## src/shared/ufl_pkg.sv

```systemverilog
package ufl_pkg;

    // ------------------------------------------------------------
    // Sizes
    // ------------------------------------------------------------
    localparam int          FIFO_DEPTH = 15;
    localparam int          DATA_W     = 8;
    localparam int          CNT_W      = 4;
    localparam int          IDX_W      = 10;

    // ------------------------------------------------------------
    // Register indices (byte address = index * 4)
    // ------------------------------------------------------------
    localparam logic [9:0]  IDX_DATA     = 10'h0a0;
    localparam logic [9:0]  IDX_CTRL     = 10'h0a1;
    localparam logic [9:0]  IDX_BAUD_LO  = 10'h0a2;
    localparam logic [9:0]  IDX_BAUD_HI  = 10'h0a3;
    localparam logic [9:0]  IDX_LEVEL    = 10'h0a5;
    localparam logic [9:0]  IDX_INT_STAT = 10'h0a6;
    localparam logic [9:0]  IDX_INT_EN   = 10'h0a7;
    localparam logic [9:0]  IDX_INT_CLR  = 10'h0a8;
    localparam logic [9:0]  IDX_LIN      = 10'h0a9;

    // ------------------------------------------------------------
    // Field positions
    // ------------------------------------------------------------
    localparam int          CTRL_EN_BIT  = 7;
    localparam int          RX_NIB_LSB   = 4;
    localparam int          TX_NIB_LSB   = 0;
    localparam int          INT_RFO      = 0;
    localparam int          INT_RFU      = 1;
    localparam int          INT_TFO      = 2;
    localparam int          INT_RDA      = 3;
    localparam int          INT_W        = 4;

    // ------------------------------------------------------------
    // Reset values
    // ------------------------------------------------------------
    localparam logic [3:0]  THR_RST      = 4'h0;
    localparam logic [15:0] BAUD_RST     = 16'h0000;
    localparam logic [7:0]  LIN_RST      = 8'h00;
    localparam logic [3:0]  INT_RST      = 4'h0;

    // ------------------------------------------------------------
    // Carriers
    // ------------------------------------------------------------
    typedef struct packed {
        logic        valid;
        logic [7:0]  data;
    } ufl_byte_t;

endpackage : ufl_pkg

```

## src/hw/ufl_fifo_ctrl.sv

```systemverilog
`timescale 1ns/1ps
`default_nettype none
// Notes on behaviour
// - The receive threshold nibble sets the receive trigger level to its value for codes 0 to 14, and code 15 is reserved.
// - The transmit threshold nibble sets the transmit trigger level to its value for codes 1 to 15.
// - A zero baud divisor with the port disabled empties both FIFOs.
// - That clear also drops the receive overflow, receive underflow and transmit overflow flags.
// - That clear also returns the LIN counter to zero.
// - Each FIFO holds up to fifteen bytes, so levels run from zero to fifteen.
// - Receive data available is raised while the receive level exceeds the receive threshold.
// - With the port enabled, queued transmit bytes go out and received bytes are stored.
module ufl_fifo_ctrl
    import ufl_pkg::*;
(
    input  wire logic        clk_i,       // System clock, 100 MHz
    input  wire logic        rst_i,       // Sync reset, high
    input  wire logic        cyc_i,       // Wishbone cycle
    input  wire logic        stb_i,       // Wishbone strobe
    input  wire logic        we_i,        // Wishbone write enable
    input  wire logic [31:0] adr_i,       // Wishbone byte address
    input  wire logic [3:0]  sel_i,       // Wishbone byte selects
    input  wire logic [31:0] dat_i,       // Wishbone write data
    output logic      [31:0] dat_o,       // Wishbone read data
    output logic             ack_o,       // Wishbone acknowledge
    output logic      [7:0]  tx_data_o,   // Byte to serialiser
    output logic             tx_valid_o,  // Byte available to send
    input  wire logic        tx_ready_i,  // Serialiser takes byte
    input  wire ufl_byte_t   rx_byte_i,   // Received byte strobe
    output logic             tx_ready_lvl_o, // Tx level below threshold
    output logic             irq_o        // Level interrupt
);

    // ------------------------------------------------------------
    // State
    // ------------------------------------------------------------
    typedef struct packed {
        logic        ack;
        logic [31:0] rdata;
        logic [3:0]  rx_thr;
        logic [3:0]  tx_thr;
        logic [15:0] baud;
        logic        en;
        logic [3:0]  istat;
        logic [3:0]  ien;
        logic [7:0]  lin;
    } ufl_st_t;

    ufl_st_t          st_reg;
    ufl_st_t          st_next;
    logic [IDX_W-1:0] idx;
    logic             req;
    logic             wr_done;
    logic             rd_done;
    logic             clear_fifo;
    logic [7:0]       rx_head;
    logic [CNT_W-1:0] rx_cnt;
    logic [CNT_W-1:0] tx_cnt;
    logic             rx_full;
    logic             rx_empty;
    logic             tx_full;
    logic             tx_empty;
    logic             rx_push;
    logic             rx_pop;
    logic             tx_push;
    logic             tx_pop;
    logic             rda_lvl;
    logic [3:0]       ev;
    logic [3:0]       clr;
    logic             reg_wr;
    logic             lin_inc;

    // ------------------------------------------------------------
    // Bus decode
    // ------------------------------------------------------------
    // A write or a pop lands on the ack edge, while the master still
    // holds the request; read data was captured one edge earlier.
    assign idx     = adr_i[IDX_W+1:2];
    assign req     = cyc_i && stb_i;
    assign wr_done = req && st_reg.ack && we_i;
    assign rd_done = req && st_reg.ack && !we_i;
    assign reg_wr  = wr_done && sel_i[0];
    // Clear is a level: both FIFOs stay empty for as long as the
    // divisor is zero and the port is off.
    assign clear_fifo = (st_reg.baud == BAUD_RST) && !st_reg.en;

    // ------------------------------------------------------------
    // FIFOs and link
    // ------------------------------------------------------------
    assign tx_valid_o = st_reg.en && !tx_empty;
    assign tx_pop     = tx_valid_o && tx_ready_i;
    assign rx_push    = rx_byte_i.valid && st_reg.en;
    assign tx_push    = reg_wr && (idx == IDX_DATA);
    assign rx_pop     = rd_done && (idx == IDX_DATA);
    // Only bytes that really enter the receive FIFO are counted
    assign lin_inc    = rx_push && !rx_full;

    ufl_fifo u_tx_fifo (
        .clk_i       (clk_i),
        .rst_i       (rst_i),
        .flush_i     (clear_fifo),
        .push_i      (tx_push),
        .push_data_i (dat_i[7:0]),
        .pop_i       (tx_pop),
        .head_o      (tx_data_o),
        .count_o     (tx_cnt),
        .full_o      (tx_full),
        .empty_o     (tx_empty)
    );

    ufl_fifo u_rx_fifo (
        .clk_i       (clk_i),
        .rst_i       (rst_i),
        .flush_i     (clear_fifo),
        .push_i      (rx_push),
        .push_data_i (rx_byte_i.data),
        .pop_i       (rx_pop),
        .head_o      (rx_head),
        .count_o     (rx_cnt),
        .full_o      (rx_full),
        .empty_o     (rx_empty)
    );

    // ------------------------------------------------------------
    // Trigger levels
    // ------------------------------------------------------------
    // Code 15 can never be exceeded, so the reserved code never fires
    assign rda_lvl = (rx_cnt > st_reg.rx_thr);
    assign tx_ready_lvl_o = (tx_cnt < st_reg.tx_thr);

    // ------------------------------------------------------------
    // Interrupt events
    // ------------------------------------------------------------
    always_comb begin
        ev          = '0;
        // Set would win over the clear, so the overflow and underflow events are held off during a clear
        ev[INT_RFO] = rx_push && rx_full && !clear_fifo;
        ev[INT_RFU] = rx_pop && rx_empty && !clear_fifo;
        ev[INT_TFO] = tx_push && tx_full && !clear_fifo;
        ev[INT_RDA] = rda_lvl;
        clr         = '0;
        if (reg_wr && (idx == IDX_INT_CLR)) begin
            clr = dat_i[INT_W-1:0];
        end
        if (clear_fifo) begin
            clr[INT_RFO] = 1'b1;
            clr[INT_RFU] = 1'b1;
            clr[INT_TFO] = 1'b1;
        end
    end

    // ------------------------------------------------------------
    // Interrupt line and bus outputs
    // ------------------------------------------------------------
    assign irq_o = |(st_reg.istat & st_reg.ien);
    assign ack_o = st_reg.ack;
    assign dat_o = st_reg.rdata;

    // ------------------------------------------------------------
    // Register file
    // ------------------------------------------------------------
    always_comb begin
        st_next       = st_reg;
        // One-cycle ack; a strobe held on gets a fresh ack every other cycle
        st_next.ack   = req && !st_reg.ack;
        // Set wins over a simultaneous clear
        st_next.istat = (st_reg.istat & ~clr) | ev;
        if (lin_inc) begin
            st_next.lin = st_reg.lin + 8'h01;
        end
        if (clear_fifo) begin
            st_next.lin = LIN_RST;
        end
        if (req && !st_reg.ack) begin
            st_next.rdata = '0;
            unique case (idx)
                IDX_DATA:     st_next.rdata[7:0] = rx_head;
                IDX_CTRL:     st_next.rdata[CTRL_EN_BIT] = st_reg.en;
                IDX_BAUD_LO:  st_next.rdata[7:0] = st_reg.baud[7:0];
                IDX_BAUD_HI:  st_next.rdata[7:0] = st_reg.baud[15:8];
                IDX_LEVEL:    st_next.rdata[7:0] = {rx_cnt, tx_cnt};
                IDX_INT_STAT: st_next.rdata[INT_W-1:0] = st_reg.istat;
                IDX_INT_EN:   st_next.rdata[INT_W-1:0] = st_reg.ien;
                IDX_LIN:      st_next.rdata[7:0] = st_reg.lin;
                default:      st_next.rdata = '0;
            endcase
        end
        if (reg_wr) begin
            unique case (idx)
                IDX_CTRL:    st_next.en = dat_i[CTRL_EN_BIT];
                IDX_BAUD_LO: st_next.baud[7:0] = dat_i[7:0];
                IDX_BAUD_HI: st_next.baud[15:8] = dat_i[7:0];
                // Levels are read-only; a write here moves only the thresholds
                IDX_LEVEL: begin
                    st_next.rx_thr = dat_i[RX_NIB_LSB +: 4];
                    st_next.tx_thr = dat_i[TX_NIB_LSB +: 4];
                end
                IDX_INT_EN:  st_next.ien = dat_i[INT_W-1:0];
                default:     st_next.en = st_reg.en;
            endcase
        end
    end

    // ------------------------------------------------------------
    // State register
    // ------------------------------------------------------------
    always_ff @(posedge clk_i) begin
        if (rst_i) begin
            st_reg        <= '0;
            st_reg.rx_thr <= THR_RST;
            st_reg.tx_thr <= THR_RST;
            st_reg.baud   <= BAUD_RST;
            st_reg.istat  <= INT_RST;
            st_reg.ien    <= INT_RST;
            st_reg.lin    <= LIN_RST;
        end else begin
            st_reg <= st_next;
        end
    end

endmodule : ufl_fifo_ctrl
`default_nettype wire

```

## src/hw/ufl_fifo.sv

```systemverilog
`timescale 1ns/1ps
`default_nettype none
module ufl_fifo
    import ufl_pkg::*;
(
    input  wire logic              clk_i,       // System clock
    input  wire logic              rst_i,       // Sync reset, high
    input  wire logic              flush_i,     // Empty the FIFO
    input  wire logic              push_i,      // Write request
    input  wire logic [DATA_W-1:0] push_data_i, // Write data
    input  wire logic              pop_i,       // Read request
    output logic      [DATA_W-1:0] head_o,      // Oldest byte
    output logic      [CNT_W-1:0]  count_o,     // Fill level
    output logic                   full_o,      // Level is FIFO_DEPTH
    output logic                   empty_o      // Level is zero
);

    typedef struct packed {
        logic [FIFO_DEPTH-1:0][DATA_W-1:0] mem;
        logic [CNT_W-1:0]                  wptr;
        logic [CNT_W-1:0]                  rptr;
        logic [CNT_W-1:0]                  cnt;
    } ufl_fifo_st_t;

    localparam logic [CNT_W-1:0] LAST  = CNT_W'(FIFO_DEPTH - 1);
    localparam logic [CNT_W-1:0] FULLC = CNT_W'(FIFO_DEPTH);
    localparam logic [CNT_W-1:0] ONE   = 4'h1;
    localparam logic [CNT_W-1:0] ZERO  = 4'h0;

    ufl_fifo_st_t st_reg;
    ufl_fifo_st_t st_next;
    logic         do_push;
    logic         do_pop;

    assign full_o  = (st_reg.cnt == FULLC);
    assign empty_o = (st_reg.cnt == ZERO);
    assign count_o = st_reg.cnt;
    assign head_o  = st_reg.mem[st_reg.rptr];
    assign do_push = push_i && !full_o;
    assign do_pop  = pop_i && !empty_o;

    always_comb begin
        st_next = st_reg;
        if (flush_i) begin
            st_next.wptr = ZERO;
            st_next.rptr = ZERO;
            st_next.cnt  = ZERO;
        end else begin
            if (do_push) begin
                st_next.mem[st_reg.wptr] = push_data_i;
                st_next.wptr = (st_reg.wptr == LAST) ? ZERO
                                                     : st_reg.wptr + ONE;
            end
            if (do_pop) begin
                st_next.rptr = (st_reg.rptr == LAST) ? ZERO
                                                     : st_reg.rptr + ONE;
            end
            if (do_push && !do_pop) begin
                st_next.cnt = st_reg.cnt + ONE;
            end else if (do_pop && !do_push) begin
                st_next.cnt = st_reg.cnt - ONE;
            end
        end
    end

    always_ff @(posedge clk_i) begin
        if (rst_i) begin
            st_reg <= '0;
        end else begin
            st_reg <= st_next;
        end
    end

endmodule : ufl_fifo
`default_nettype wire

```

## config.mk

```make
export PLATFORM = sky130hd
export DESIGN_NAME = ufl_fifo_ctrl
export DESIGN_NICKNAME = d
export VERILOG_FILES = /design/src/shared/ufl_pkg.sv /design/src/hw/ufl_fifo_ctrl.sv /design/src/hw/ufl_fifo.sv
export SDC_FILE = /design/constraint.sdc
export NUM_CORES = 1
export LEC_CHECK = 0
export BUFFER_PORTS_ARGS = -buffer_cell sky130_fd_sc_hd__buf_2
export CORE_MARGIN = 1.5
export CORE_UTILIZATION = 30
export CTS_CLUSTER_SIZE = 40
export DETAILED_ROUTE_END_ITERATION = 12
export GPL_TIMING_DRIVEN = 0
export MAX_ROUTING_LAYER = met4
export SLEW_MARGIN = 0
export SYNTH_ARGS = -nofsm -noshare
export SYNTH_HDL_FRONTEND = slang
export SYNTH_SLANG_ARGS = --single-unit
```

## constraint.sdc

```tcl
create_clock -name clk_i -period 3.7 [get_ports clk_i]
set_input_delay 0.185 -clock clk_i [delete_from_list [all_inputs] [get_ports clk_i]]
set_output_delay 0.185 -clock clk_i [all_outputs]
set_load 0.05 [all_outputs]
```

# After elaboration in Yosys (flattened, before gate mapping)
# Index checks and enable logic that the tools add are counted.
# W data, S select, Z words.
# totals
reg_bits	314
in_bits	83
out_inout_bits	44
wordCells	161
# op_classes
addsub	9
magnitude_cmp	8
eq_ne	15
mux	23
n_bitwise	5
reduce_logical	55
# op_table
operator	n
$bwmux W120	2
$eq A10 B8 Y1 const B	9
$bmux W8 S4	2
$demux W8 S4	2
$mux W4	9
$mux W8	4
$logic_and A1 B1 Y1	29
$pmux W4 S7	1
$add A4 B1 Y4 const B	6
$eq A4 B4 Y1 const B	6
$lt A4 B5 Y1 const B	4
$logic_not A16 Y1	1
$pmux W3 S5	1
$reduce_and A2 Y1	7
$logic_not A1 Y1	12
$add A8 B1 Y8 const B	1
$and A4 B4 Y4	2
$ge A4 B1 Y1 const B	2
$logic_not A4 Y1	2
$sub A4 B1 Y4 const B	2
$pmux W1 S6	1
$gt A4 B4 Y1	1
$lt A4 B4 Y1	1
$not A4 Y4	1
6 further kinds	7

# Logic depth before layout (Yosys ltp)
# Gate-level depths: netlist (run 1).
# logic_depth
word_depth	10
ltp_mapped	13

# By module
# Synthesis (run 1) repeated with hierarchy kept, for this count alone.
# unflattened
cells_unflattened	1477
hier_area_um2	14883.0
# modules_own_cells
module	instances	cells_each	area_each_um2	seq_area_each_um2
ufl_fifo	2	563	5994.5	2642.5
ufl_fifo_ctrl	1	351	2894.0	1001.0

# Worst setup path after synthesis (run 1)
# No wires, ideal clock.
# synth_timing
kind	register to register
start	reg st_reg, in the netlist ack_o
end	reg u_tx_fifo.st_reg, in the netlist u_tx_fifo.count_o[3]
arrival_ps	3197
required_ps	3630
path_slack_ps	432
path_stages_with_launch	12
period_less_slack_ps	3268
path_cell_list	dfxtp_1 -> nand3_1 -> or2_1 -> nor4_1 -> ha_1 -> inv_1 -> ha_1 -> a21o_1 -> a21oi_1 -> xnor2_1 -> or3_1 -> a21oi_1
# synth_between
elab_chain_cells	8
elab_cells_between_ends	10
cone_classes	mux (1); reduce/logical (9)
# synth_lines
item	line_no	rtl
start, declared	ufl_fifo_ctrl.sv:48	ufl_st_t st_reg;
start signal, assigned	ufl_fifo_ctrl.sv:216	st_reg <= st_next;
$logic_and A1 B1 Y1 (*) (2 in series)	ufl_fifo_ctrl.sv:79	assign wr_done = req && st_reg.ack && we_i;
$logic_and A1 B1 Y1 (*)	ufl_fifo_ctrl.sv:81	assign reg_wr = wr_done && sel_i[0];
$logic_and A1 B1 Y1 (*)	ufl_fifo_ctrl.sv:92	assign tx_push = reg_wr && (idx == IDX_DATA);
$logic_and A1 B1 Y1 (*)	ufl_fifo.sv:39	assign do_push = push_i && !full_o;
via u_tx_fifo.do_push	ufl_fifo.sv:32	logic do_push;
$logic_not A1 Y1	ufl_fifo.sv:60	end else if (do_pop && !do_push) begin
$logic_and A1 B1 Y1	ufl_fifo.sv:60	
$reduce_bool A2 Y1 (no source line)	-	
end signal, assigned	ufl_fifo.sv:70	st_reg <= st_next;
end, declared	ufl_fifo.sv:30	ufl_fifo_st_t st_reg;
# Mark *: on every way through the listed nets, which the timed path passes. The rest lies on a longest branch.
# A chain may end at the register's enable or synchronous reset.

# Worst setup path in the final report (run 1)
# layout_timing
start	reg u_tx_fifo.st_reg[5] (netlist bit)
end	out tx_data_o[2]
# layout_between
elab_chain_cells	2
# layout_lines
item	line_no	rtl
$bmux W8 S4	ufl_fifo.sv:38	assign head_o = st_reg.mem[st_reg.rptr];
$mux W8 (not written as such)	ufl_fifo.sv:38	
end, declared	ufl_fifo_ctrl.sv:25	output logic [7:0] tx_data_o,
# Every way passes these cells. The select of a mux whose other input is x is not followed.

==> out/results.env, run 1 <==
SETUP_VIOL=0
R2R_START='u_tx_fifo.count_o[1]'
FP-ROW-COUNT=81
LEAKAGEPOWER_nW=6.96
SYNTH-MAIN-FF-CELL='sky130_fd_sc_hd__dfxtp_1'
LAYOUT-DRIVE-GT1-SHARE_PCT=12.9
CORE-AREA_SQ_MM=0.0493
YS_SEQ_AREA_SHARE_PCT=41.8
NUMBER_OF_VIOLATIONS_OF_THE_MAX_CAPACITANCE_LIMIT=0
RUN_STATUS='completed'
YOSYS_WARNINGS=0
FINAL_NET_COUNT=1815
CTS.ROOT.BUFFER_CELL='sky130_fd_sc_hd__clkbuf_16'
SYNTH_INSTANCES=1598
DRT_DRC_VIOLATIONS_LEFT=0
HOLD_VIOL_FINAL=0
SYNTH_TOP_AREA_CELL='sky130_fd_sc_hd__dfxtp_1'
POST_SYNTHESIS_REGISTER_BIT_COUNT=314
AREA_GROWTH_PCT=16.4
DETAILED_PLACEMENT_HPWL_MM=32.9
CLOCK_TREE_FROM_TRITONCTS='built'
FIRST_GLOBAL_VIAS=12200
DIE_AR_SQ_MM=0.0515
FIN_CRIT_SH_PCT=96.1
WORST_HOLD_STARTPOINT='rx_byte_i[8]'
CRITPATHARRIVALTIME_NS=3.37
CP_SLOWEST_CELL='sky130_fd_sc_hd__clkbuf_1'
DRT_ITER0_DRC=937
YS_TYPES=72
SYNTHMOSTINSTANTIATEDCELL='sky130_fd_sc_hd__dfxtp_1'
SYNTH_TOP_CELL_AREA_SHARE_PCT=41.8
GR-TOTAL-OVERFLOW=0
RSZ0062_AT_GRT='no'
PATH_MAX_FANOUT=10
FINALWORSTPATHREQUIREDPERIOD_NS=3.55
FLOORPLAN.IO_PINS=127
SETUP-TNS-FINAL_NS=0
GRT_MAX_DEGREE=13
FINAL-MAX-SLEW-VIOLATION-COUNT=0
TIMING.CRITICAL_PATH.TO_TYPE='output port'
INITIAL_CORE_UTIL_PCT=30.5
TIMING.CRITICAL_PATH.FROM_TYPE='register'
PLACE.PORT_BUFFERS=45
FINAL_ANTENNA_NET_COUNT=0
MAX_SLEW.WORST_PIN.SLEW_NS=1.10
MIN_DELAY_WORST_ENDPOINT='st_reg[12]'
PLACER_S_FINAL_ROUTABILITY_CONGESTION_ESTIMATE=0.885
REG2REGPATHDEPTH=12
DIE_W_UM=227
DETAILEDROUTE.FIRSTPASSITERATIONCOUNT=5
GRT_FIRST_PASS_WIRELENGTH_MM=71.4
R2R_SLACK_NS=0.30
NUMCTSBUFFERS=37
SYNTH_COMMONEST_CELLS='sky130_fd_sc_hd__dfxtp_1 (314), sky130_fd_sc_hd__nor2_1 (242), sky130_fd_sc_hd__mux2i_1 (234)'
COUNT_OF_FILLER_CELLS_INSERTED_IN_THE_LAYOUT=5058
DIE_HEIGHT_UM=227
CP.REQUIRED_NS=3.51
CLK-INSERTION-DELAY-LATE_NS=0.56
MEAN_POST_SYNTH_CELL_AREA_SQ_UM=9.41
CELLPOWERDENSITY_mW_PER_MM2=416
POSTSYNTH.ASYNCRESETSHARE_PCT=0
CTSHTREEMAXLEVEL=2
ROUTED_WIRE_LENGTH_PER_INSTANCE_UM=19.2
MAXSLEWHEADROOM_PCT=26.1
NETLIST_TOP_CELLS_AREA='sky130_fd_sc_hd__dfxtp_1 (42%), sky130_fd_sc_hd__mux2i_1 (16%), sky130_fd_sc_hd__mux4_2 (7.9%), sky130_fd_sc_hd__nor2_1 (6.0%), sky130_fd_sc_hd__nand2_1 (3.5%)'
WORST-SETUP-PATH-TYPE='reg2out'
GRT.TOTAL_USAGE_PCT=18.6
SYNTH_ENABLE_FLOP_CELLS=0
CTS_NUM_SINKS=314
CLK_PIN_SLEW_NS=0.06
AVGVIACOUNTPERCELL=5.18
MIN_DELAY_PATH_DEPTH=3
FMAXACHIEVABLE_MHz=281
ROUTE.FINAL.WIRE_LENGTH_MM=46.2
SYNTHESIS.AREA_SQ_MM=0.0150
CLOCKBUFFERDEPTH=3
ORDERED_CELL_LIST_FOR_THE_CRITICAL_PATH='clkbuf_1, buf_1, mux2i_1, o21ai_0, mux4_2, buf_2'
IR_WORST_VDD_mV=0.259
GRT_ANTENNA_BEFORE_REPAIR=3
MIN-DELAY-PATH-CLASS='in2reg'
DESIGN_POWER_TOTAL_mW=7.28
DETAILROUTE.VIA_COUNT=12500
FIN_WORST_SKEW_NS=0.0177
CRITICAL_PATH.MAX_STAGE_DELAY_NS=0.59
WORST_R2R_ENDPOINT='u_tx_fifo.count_o[3]'
-- report_power, final --
group          switching [mW]  internal (mW)  leakage (nW)
clock                    1.48           2.12         0.587
combinational           0.231         0.0658          3.85
sequential           0.000436           3.38          2.53
-- cell type report --
| type | count | area, sq um | share of cell area (%) |
|---|---|---|---|
| diodes | 3 | 7.51 | 0.0429 |
| multi-input cells | 1130 | 8060 | 46.0 |
| flip-flops and latches | 314 | 6290 | 35.9 |
| clock buffers | 56 | 1100 | 6.27 |
| repair buffers | 56 | 335 | 1.92 |
| clock inverters | 8 | 91.3 | 0.522 |
| plain buffers | 155 | 719 | 4.11 |
| inverters | 22 | 82.6 | 0.472 |
| well taps | 664 | 831 | 4.74 |
-- per-stage QoR --
stage | utilization (%) | setup slack, ns | area, sq um | std cells | hold slack (ns)
6_report | 35.5 | 0.145 | 17500 | 2408 | 0.0309
2_1_floorplan | - | 0.432 | 15100 | 1621 | 0.307
4_1_cts | 35.5 | 0.0638 | 17500 | 2405 | 0.00527
3_3_place_gp | 32.9 | -0.186 | 16200 | 2330 | 0.440
3_5_place_dp | 32.9 | -0.232 | 16200 | 2330 | 0.447
5_1_grt | 35.5 | 0.0579 | 17500 | 2408 | 0.0396
-- kinds of logic (layout without fill, tap and decap cells) --
| kind of cell | after synthesis | in the layout | synth area share [%] |
|---|---|---|---|
| flops | 314 | 314 | 41.8 |
| fa+ha+maj | 16 | 16 | 1.43 |
| compound gates | 217 | 217 | 9.46 |
| buf+inv | 177 | 297 | 5.32 |
| other cells | 1 | 27 | 0.0249 |
| xor+xnor | 13 | 13 | 0.757 |
| simple gates | 566 | 566 | 17.2 |
| mux | 294 | 294 | 24.0 |
-- what timing repair did --
action                                 in CTS  in global routing
endpoints found under the hold margin      42                  0
gates resized for setup                     1                  3
setup buffers                               0                  0
hold buffers                               11                  0
setup endpoints to repair                   1                  3
gates cloned                                0                  0
-- worst max path at each step --
stage / start / to / depth (start not counted)
3_3_place_gp: adr_i[8] / u_tx_fifo.count_o[3] / 13
5_1_grt: u_tx_fifo.count_o[0] / u_tx_fifo.count_o[3] / 12
2_1_floorplan: ack_o / u_tx_fifo.count_o[3] / 11
3_5_place_dp: adr_i[8] / u_tx_fifo.count_o[3] / 13
4_1_cts: u_tx_fifo.st_reg[5] / tx_data_o[1] / 6
6_report: u_tx_fifo.st_reg[5] / tx_data_o[2] / 6
-- routing by layer --
| layer | global-route usage (%) | vias to the layer above | wire length, um |
|---|---|---|---|
| li1 | - | 5836 | - |
| met1 | 23.2 | 6121 | 19800 |
| met2 | 30.1 | 426 | 21900 |
| met3 | 3.36 | 80 | 3220 |
| met4 | 6.77 | 0 | 1360 |
| met5 | - | - | 0 |
-- placed cells by master (no fill, tap or decap), types with 14 or more instances in the layout --
cell type,synthesis,routed
sky130_fd_sc_hd__nand2_1,141,141
sky130_fd_sc_hd__dfxtp_1,314,314
sky130_fd_sc_hd__mux4_2,53,53
sky130_fd_sc_hd__buf_4,33,33
sky130_fd_sc_hd__conb_1,1,24
sky130_fd_sc_hd__buf_2,10,55
sky130_fd_sc_hd__o21ai_0,31,31
sky130_fd_sc_hd__a21oi_1,103,103
sky130_fd_sc_hd__inv_1,20,20
sky130_fd_sc_hd__mux2i_1,234,234
sky130_fd_sc_hd__nor3_1,14,14
sky130_fd_sc_hd__clkbuf_1,105,113
sky130_fd_sc_hd__clkbuf_16,0,37
sky130_fd_sc_hd__ha_1,14,14
sky130_fd_sc_hd__o2111ai_2,15,15
sky130_fd_sc_hd__nor2_1,242,242
sky130_fd_sc_hd__nand3_1,71,71
-- critical path: cells and delay by family, from the launching register on --
kind                   cells  cell delay, ns
buffers and inverters      3            1.38
muxes                      2            0.93
DFF                        1            0.32
AOI/OAI and AO/OA          1            0.17
No activity file was read; power rests on OpenSTA's default activity.
==> inputs of run 2 (changes only) <==
CORE_UTILIZATION = 50   (was 30)
PLACE_DENSITY = 0.69   (was unset)
==> run 2 against run 1 <==
  * Sequential power barely moved
  * Wire length fell by 8.7%
  * Combinational power shrank 4%
  * Highest routed layer unchanged
  * Design area decreased by 2.9%
  * Flip-flop and latch count unchanged
  * Setup slack improved by 0.16 ns
  * Via count decreased by 1.2%
  * Clock-buffer cell count shrank 5
==> out/results.env, run 2 (synthesis results as in run 1) <==
RUN_STATUS='completed'
TIMING.CRITICAL_PATH.FROM_TYPE='register'
NUMCTSBUFFERS=34  # -8.1%
DETAILROUTE.VIA_COUNT=12300  # -1.2%
DIE_W_UM=176  # -22%
POWER.SHARE.CLOCK_PCT=47.3  # -2.2 points
DETAILED_PLACEMENT_HPWL_MM=30.2  # -8.1%
GRT.TOTAL_USAGE_PCT=27.7  # +9.2 points
FIN_CRIT_SH_PCT=91.6  # -4.4 points
MOST-COMMON-LAYOUT-CELLS='sky130_fd_sc_hd__dfxtp_1 (314), sky130_fd_sc_hd__nor2_1 (242), sky130_fd_sc_hd__mux2i_1 (234)'
FINALWORSTPATHREQUIREDPERIOD_NS=3.39  # -0.164 ns
GRT_FIRST_PASS_WIRELENGTH_MM=64.9  # -9.0%
CP.REQUIRED_NS=3.51  # about the same
POWER.NET_SWITCHING_mW=1.60  # -6.7%
MAX_SLEW.WORST_PIN.SLEW_NS=1.10  # +0.00104 ns
FINAL-SEQ-AREA_SQ_MM=0.00629  # unchanged
DIE_AR_SQ_MM=0.0311  # -40%
DIE_HEIGHT_UM=176  # -22%
PATH_MAX_FANOUT=10  # unchanged
REG2REGPATHDEPTH=12  # unchanged
WORST-SETUP-PATH-TYPE='reg2out'
DETAILEDROUTE.FIRSTPASSITERATIONCOUNT=7  # +2
POSTCTSSETUPBUFFERS=0  # unchanged
SETUP_VIOL=0  # unchanged
GR-TOTAL-OVERFLOW=0  # unchanged
P_COMB_SHARE_PCT=4.1  # about the same
AREA_GROWTH_PCT=13.0
LEAKAGEPOWER_nW=6.89  # -1.1%
MOST_FREQUENT_STANDARD_CELL_IN_THE_LAYOUT_EXCLUDING_FILL_AND_TAP_CELLS='sky130_fd_sc_hd__dfxtp_1'
WORST_HOLD_STARTPOINT='stb_i'
CTS.ROOT.BUFFER_CELL='sky130_fd_sc_hd__clkbuf_16'
FIN_WORST_SKEW_NS=0.0155  # -0.00220 ns
SHARE_SEQ_OF_TOTAL_POWER_PCT=48.6  # +2.2 points
DRT_ITER0_DRC=1076  # +15%
CLOCKBUFFERDEPTH=3  # unchanged
STARTPOINT_OF_THE_MOST_CRITICAL_SETUP_PATH='u_tx_fifo.st_reg[5]'
NUMBER_OF_VIOLATIONS_OF_THE_MAX_CAPACITANCE_LIMIT=0  # unchanged
LAYOUT-DRIVE-GT1-SHARE_PCT=12.6  # -0.22 points
AVGVIACOUNTPERCELL=5.80  # +12%
INTERNAL-POWER_mW=5.36  # -3.9%
FINAL-MAX-SLEW-VIOLATION-COUNT=0  # unchanged
GRT_ANTENNA_BEFORE_REPAIR=1  # -2
FRACTION_OF_POWER_SPENT_SWITCHING_NETS_PCT=23.0  # -0.54 points
FIRST_GLOBAL_VIAS=11600  # -5.4%
DESIGN_POWER_TOTAL_mW=6.95  # -4.5%
MAXSLEWHEADROOM_PCT=26.0  # -0.070 points
AREA_OF_THE_MULTI_INPUT_GATES_SQ_MM=0.00806  # unchanged
CTS_NUM_SINKS=314  # unchanged
CLK_PIN_SLEW_NS=0.07  # about the same
R2R_START='u_tx_fifo.count_o[1]'
INITIAL_CORE_UTIL_PCT=50.8  # +20 points
FIN_HOLD_WS_NS=0.0128  # -0.0181 ns
HOLD_VIOL_FINAL=0  # unchanged
PLACE.PORT_BUFFERS=45  # unchanged
CELLPOWERDENSITY_mW_PER_MM2=409  # -1.7%
CTSHTREEMAXLEVEL=2  # unchanged
MIN-DELAY-PATH-CLASS='in2reg'
FMAXACHIEVABLE_MHz=295  # +4.8%
COUNT_OF_FILLER_CELLS_INSERTED_IN_THE_LAYOUT=2672  # -47%
CLK-INSERTION-DELAY-LATE_NS=0.51  # -0.05 ns
CLOCK_TREE_FROM_TRITONCTS='built'
FLOORPLAN.IO_PINS=127  # unchanged
GRT_MAX_DEGREE=14  # +1
RSZ0062_AT_GRT='no'
CORE-AREA_SQ_MM=0.0296  # -40%
DRT_DRC_VIOLATIONS_LEFT=0  # unchanged
ROUTE.FINAL.WIRE_LENGTH_MM=42.2  # -8.7%
FINAL_NET_COUNT=1809  # -0.33%
ROUTED_WIRE_LENGTH_PER_INSTANCE_UM=19.9  # +3.6%
TIMING.CRITICAL_PATH.TO_TYPE='output port'
FP-ROW-COUNT=63  # -22%
FINAL_ANTENNA_NET_COUNT=0  # unchanged
PLACER_S_FINAL_ROUTABILITY_CONGESTION_ESTIMATE=0.903  # +2.0%
MIN_DELAY_PATH_DEPTH=2  # -1
CRITPATHARRIVALTIME_NS=3.21  # -0.16 ns
IR_WORST_VDD_mV=0.390  # +51%
run 2: cell count changes in the layout (fill, tap and decap cells not counted), sizes merged:
cell	change
inv	-2
clkbuf	-5
diode	-2
bufinv	-1
clkinv	+2
dlygate4sd3	-3
run 2: path summary, 6_finish.rpt:
| kind | endpoint | slack, ns |
|---|---|---|
| worst min-delay path | ack_o | 0.01 |
| worst max-delay path | tx_data_o[1] | 0.31 |
| worst min register to register | u_rx_fifo.st_reg[51] | 0.46 |
| worst max register to register | u_tx_fifo.count_o[3] | 0.37 |
run 2: power groups by stage:
| stage | combinational (mW) | clock [mW] | sequential, mW |
|---|---|---|---|
| 3_5_place_dp | 0.275 | 0 | 3.46 |
| 4_1_cts | 0.283 | 3.32 | 3.38 |
| 2_1_floorplan | 0.179 | 0 | 3.46 |
| 3_3_place_gp | 0.273 | 0 | 3.46 |
| 6_report | 0.286 | 3.29 | 3.38 |
| 5_1_grt | 0.302 | 3.45 | 3.38 |
run 2: critical path: stages, from the launching register on:
cell	delay [ns]
sky130_fd_sc_hd__dfxtp_1	0.33
sky130_fd_sc_hd__clkbuf_1	0.46
sky130_fd_sc_hd__clkbuf_1	0.63
sky130_fd_sc_hd__mux2i_1	0.37
sky130_fd_sc_hd__o21ai_0	0.15
sky130_fd_sc_hd__mux4_2	0.52
sky130_fd_sc_hd__buf_2	0.23
run 2: metal layers:
layer | GRT usage, % | part of all wire [%] | up-vias
li1 | - | - | 5826
met5 | - | 0 | -
met3 | 3.77 | 6.1 | 84
met2 | 44.0 | 47 | 398
met4 | 10.5 | 3.4 | 0
met1 | 36.1 | 44 | 6002
run 2: timing repair:
item / in CTS / in global routing
hold endpoints to repair: 24 / 0
endpoints found under the setup margin: 1 / 1
resized for setup: 1 / 1
hold buffers: 8 / 0
run 2: cell type report:
| type | count | share of cell area [%] |
|---|---|---|
| antenna | 1 | 0.0147 |
| buffer | 155 | 4.22 |
| tap | 390 | 2.87 |
| inverter | 22 | 0.486 |
| clock inverter | 7 | 0.228 |
| sequential | 314 | 37.0 |
| clock buffer | 51 | 6.03 |
| multi-input combinational | 1130 | 47.4 |
| timing repair buffer | 53 | 1.80 |
run 2: metrics by stage:
stage               cell area (sq um)  std cells  util [%]  TNS [ns]  setup slack (ns)
floorplan                       15100       1621         -         0             0.432
global placement                15800       2056      53.5    -0.186            -0.186
detailed placement              15800       2056      53.5    -0.195            -0.195
CTS                             17000       2122      57.3         0             0.164
global route                    17000       2123      57.4         0             0.106
finish                          17000       2123      57.4         0             0.310
==> inputs of run 3 (changes only) <==
==> constraint.sdc (replaced) <==
create_clock -name clk_i -period 3.7 [get_ports clk_i]
set_input_delay 0.74 -clock clk_i [delete_from_list [all_inputs] [get_ports clk_i]]
set_output_delay 0.74 -clock clk_i [all_outputs]
set_load 0.05 [all_outputs]
==> run 3 against run 2 <==
  * Combinational power fell by 2%
  * Clock-buffer cell count did not move
  * Clock power hardly changed
  * Final cell count is 0.38% lower
  * Sequential share of layout area is 0.16 points higher
  * Wire length about the same
  * Sequential power about the same
==> out/results.env, run 3 (synthesis results as in run 1) <==
MAX_SLEW.WORST_PIN.SLEW_NS=1.06  # -0.0435 ns
FINALWORSTPATHREQUIREDPERIOD_NS=3.50  # +0.109 ns
GR-TOTAL-OVERFLOW=0  # unchanged
COUNT_OF_FILLER_CELLS_INSERTED_IN_THE_LAYOUT=2680  # +0.30%
FINAL-MAX-SLEW-VIOLATION-COUNT=0  # unchanged
FINAL_NET_COUNT=1801  # -0.44%
CLK_PIN_SLEW_NS=0.06  # about the same
PATH_DELAY_FAMILY='multiplexers'
CP.REQUIRED_NS=2.96  # -0.55 ns
PLACE.PORT_BUFFERS=45  # unchanged
RUN_STATUS='completed'
IR_WORST_VDD_mV=0.394  # +0.87%
DETAILROUTE.VIA_COUNT=12300  # -0.25%
GRT_FIRST_PASS_WIRELENGTH_MM=64.7  # -0.28%
FIN_CRIT_SH_PCT=94.6  # +3.0 points
CELL_TYPE_WITH_THE_HIGHEST_OCCURRENCE_COUNT_ON_THE_CRITICAL_PATH='sky130_fd_sc_hd__mux4_2'
CP_NUM_BUF_INV=2  # -1
DRT_ITER0_DRC=1043  # -3.1%
SETUP-TNS-FINAL_NS=0  # unchanged
MOST_FREQUENT_STANDARD_CELL_IN_THE_LAYOUT_EXCLUDING_FILL_AND_TAP_CELLS='sky130_fd_sc_hd__dfxtp_1'
DETAILEDROUTE.FIRSTPASSITERATIONCOUNT=5  # -2
CTSHTREEMAXLEVEL=2  # unchanged
TIMING.CRITICAL_PATH.FROM_TYPE='register'
DIE_W_UM=176  # unchanged
CTS_NUM_SINKS=314  # unchanged
AVGVIACOUNTPERCELL=5.81  # +0.13%
TIMING.CRITICAL_PATH.TO_TYPE='output port'
CLOCKBUFFERDEPTH=3  # unchanged
RSZ0062_AT_GRT='no'
FIN_WORST_SKEW_NS=0.0167  # +0.00117 ns
CRITPATHARRIVALTIME_NS=2.76  # -0.45 ns
AREA_OF_THE_MULTI_INPUT_GATES_SQ_MM=0.00806  # unchanged
CP_SLOWEST_CELL='sky130_fd_sc_hd__mux4_2'
INITIAL_CORE_UTIL_PCT=50.8  # unchanged
MOST-COMMON-LAYOUT-CELLS='sky130_fd_sc_hd__dfxtp_1 (314), sky130_fd_sc_hd__nor2_1 (242), sky130_fd_sc_hd__mux2i_1 (234)'
ROUTE.FINAL.WIRE_LENGTH_MM=42.2  # about the same
WORST-SETUP-PATH-TYPE='reg2out'
HOLD_VIOL_FINAL=0  # unchanged
FP-ROW-COUNT=63  # unchanged
FINAL_ANTENNA_NET_COUNT=0  # unchanged
PATH_MAX_FANOUT=10  # unchanged
SETUP_VIOL=0  # unchanged
CTS.ROOT.BUFFER_CELL='sky130_fd_sc_hd__clkbuf_16'
CORE-AREA_SQ_MM=0.0296  # unchanged
DIE_AR_SQ_MM=0.0311  # unchanged
POSTCTSSETUPBUFFERS=0  # unchanged
FINAL-SEQ-AREA_SQ_MM=0.00629  # unchanged
FIN_HOLD_WS_NS=0.457  # +0.444 ns
ROUTED_WIRE_LENGTH_PER_INSTANCE_UM=20.0  # +0.39%
FLOORPLAN.IO_PINS=127  # unchanged
MIN-DELAY-PATH-CLASS='reg2reg'
PLACE_INST=2056  # unchanged
GRT_ANTENNA_BEFORE_REPAIR=1  # unchanged
NUMBER_OF_VIOLATIONS_OF_THE_MAX_CAPACITANCE_LIMIT=0  # unchanged
NUMCTSBUFFERS=34  # unchanged
AREA_GROWTH_PCT=12.6
R2R_SLACK_NS=0.37  # about the same
CRITICAL_PATH.MAX_STAGE_DELAY_NS=0.64  # about the same
CLOCK_TREE_FROM_TRITONCTS='built'
FMAXACHIEVABLE_MHz=286  # -3.1%
CELLPOWERDENSITY_mW_PER_MM2=410  # +0.36%
MAXSLEWHEADROOM_PCT=28.9  # +2.9 points
FIRST_GLOBAL_VIAS=11500  # -0.46%
DIE_HEIGHT_UM=176  # unchanged
FIN_CELLS=2115  # -0.38%
LAYOUT-DRIVE-GT1-SHARE_PCT=13.1  # +0.41 points
GRT_MAX_DEGREE=14  # unchanged
DRT_DRC_VIOLATIONS_LEFT=0  # unchanged
PLACER_S_FINAL_ROUTABILITY_CONGESTION_ESTIMATE=0.903  # unchanged
POST_CTS_HOLD_BUFFER_COUNT=0  # -8
CLK-INSERTION-DELAY-LATE_NS=0.52  # about the same
LEAKAGEPOWER_nW=6.88  # -0.16%
ORDERED_CELL_LIST_FOR_THE_CRITICAL_PATH='clkbuf_1, mux4_2, mux4_2, buf_2'
DETAILED_PLACEMENT_HPWL_MM=30.2  # unchanged
GRT.TOTAL_USAGE_PCT=27.7  # -0.062 points
## run 3: final timing paths
check / to / depth (start not counted) / startpoint
max: tx_data_o[6] / 4 / u_tx_fifo.st_reg[4]
min: st_reg[38] / 2 / st_reg[38]
max reg2reg: u_tx_fifo.count_o[3] / 12 / u_tx_fifo.count_o[1]
min reg2reg: st_reg[38] / 2 / st_reg[38]
## run 3: through the flow
| stage | utilization, % | cell area [sq um] | worst slack, ns | power, mW |
|---|---|---|---|---|
| finish | 57.1 | 16900 | 0.200 | 6.95 |
| CTS | 57.1 | 16900 | 0.0141 | 6.97 |
| detailed placement | 53.5 | 15800 | -0.634 | 3.73 |
| global placement | 53.5 | 15800 | -0.618 | 3.73 |
| global route | 57.1 | 16900 | 0.0766 | 7.12 |
| floorplan | - | 15100 | 0.221 | 3.64 |
## run 3: worst min-delay path: cells and delay by family, from the launching register on
family | cells | cell delay [ns]
DFF | 1 | 0.31
and+or+nand+nor | 1 | 0.05
AOI/OAI and AO/OA | 1 | 0.05
## run 3: layout make-up
cell class	instances	share of cell area, %
plain buffers	155	4.29
clock buffers	51	6.06
multi-input cells	1130	47.6
repair buffers	45	1.33
diodes	1	0.0148
well taps	390	2.88
inverters	22	0.488
flip-flops and latches	314	37.1
clock inverters	7	0.229
## run 3: report_power, final
group	switching, mW	internal, mW	leakage (nW)	total, mW
Clock	1.37	1.91	0.532	3.29
Combinational	0.222	0.0583	3.82	0.280
Sequential	0.000361	3.38	2.53	3.38
## run 3: routing by layer
metal	global-route usage, %	wire length (um)	part of all wire (%)	up-vias
met5	-	0	0	-
met4	10.5	1420	3.4	0
met3	3.77	2290	5.4	84
met2	43.9	19800	47	370
met1	36.1	18700	44	6008
li1	-	-	-	5817
## run 3: what timing repair did
action	in CTS	in global routing
endpoints found under the setup margin	9	9
endpoints found under the hold margin	0	0
pin swaps	0	0
gates resized for setup	5	5
gates cloned	0	0
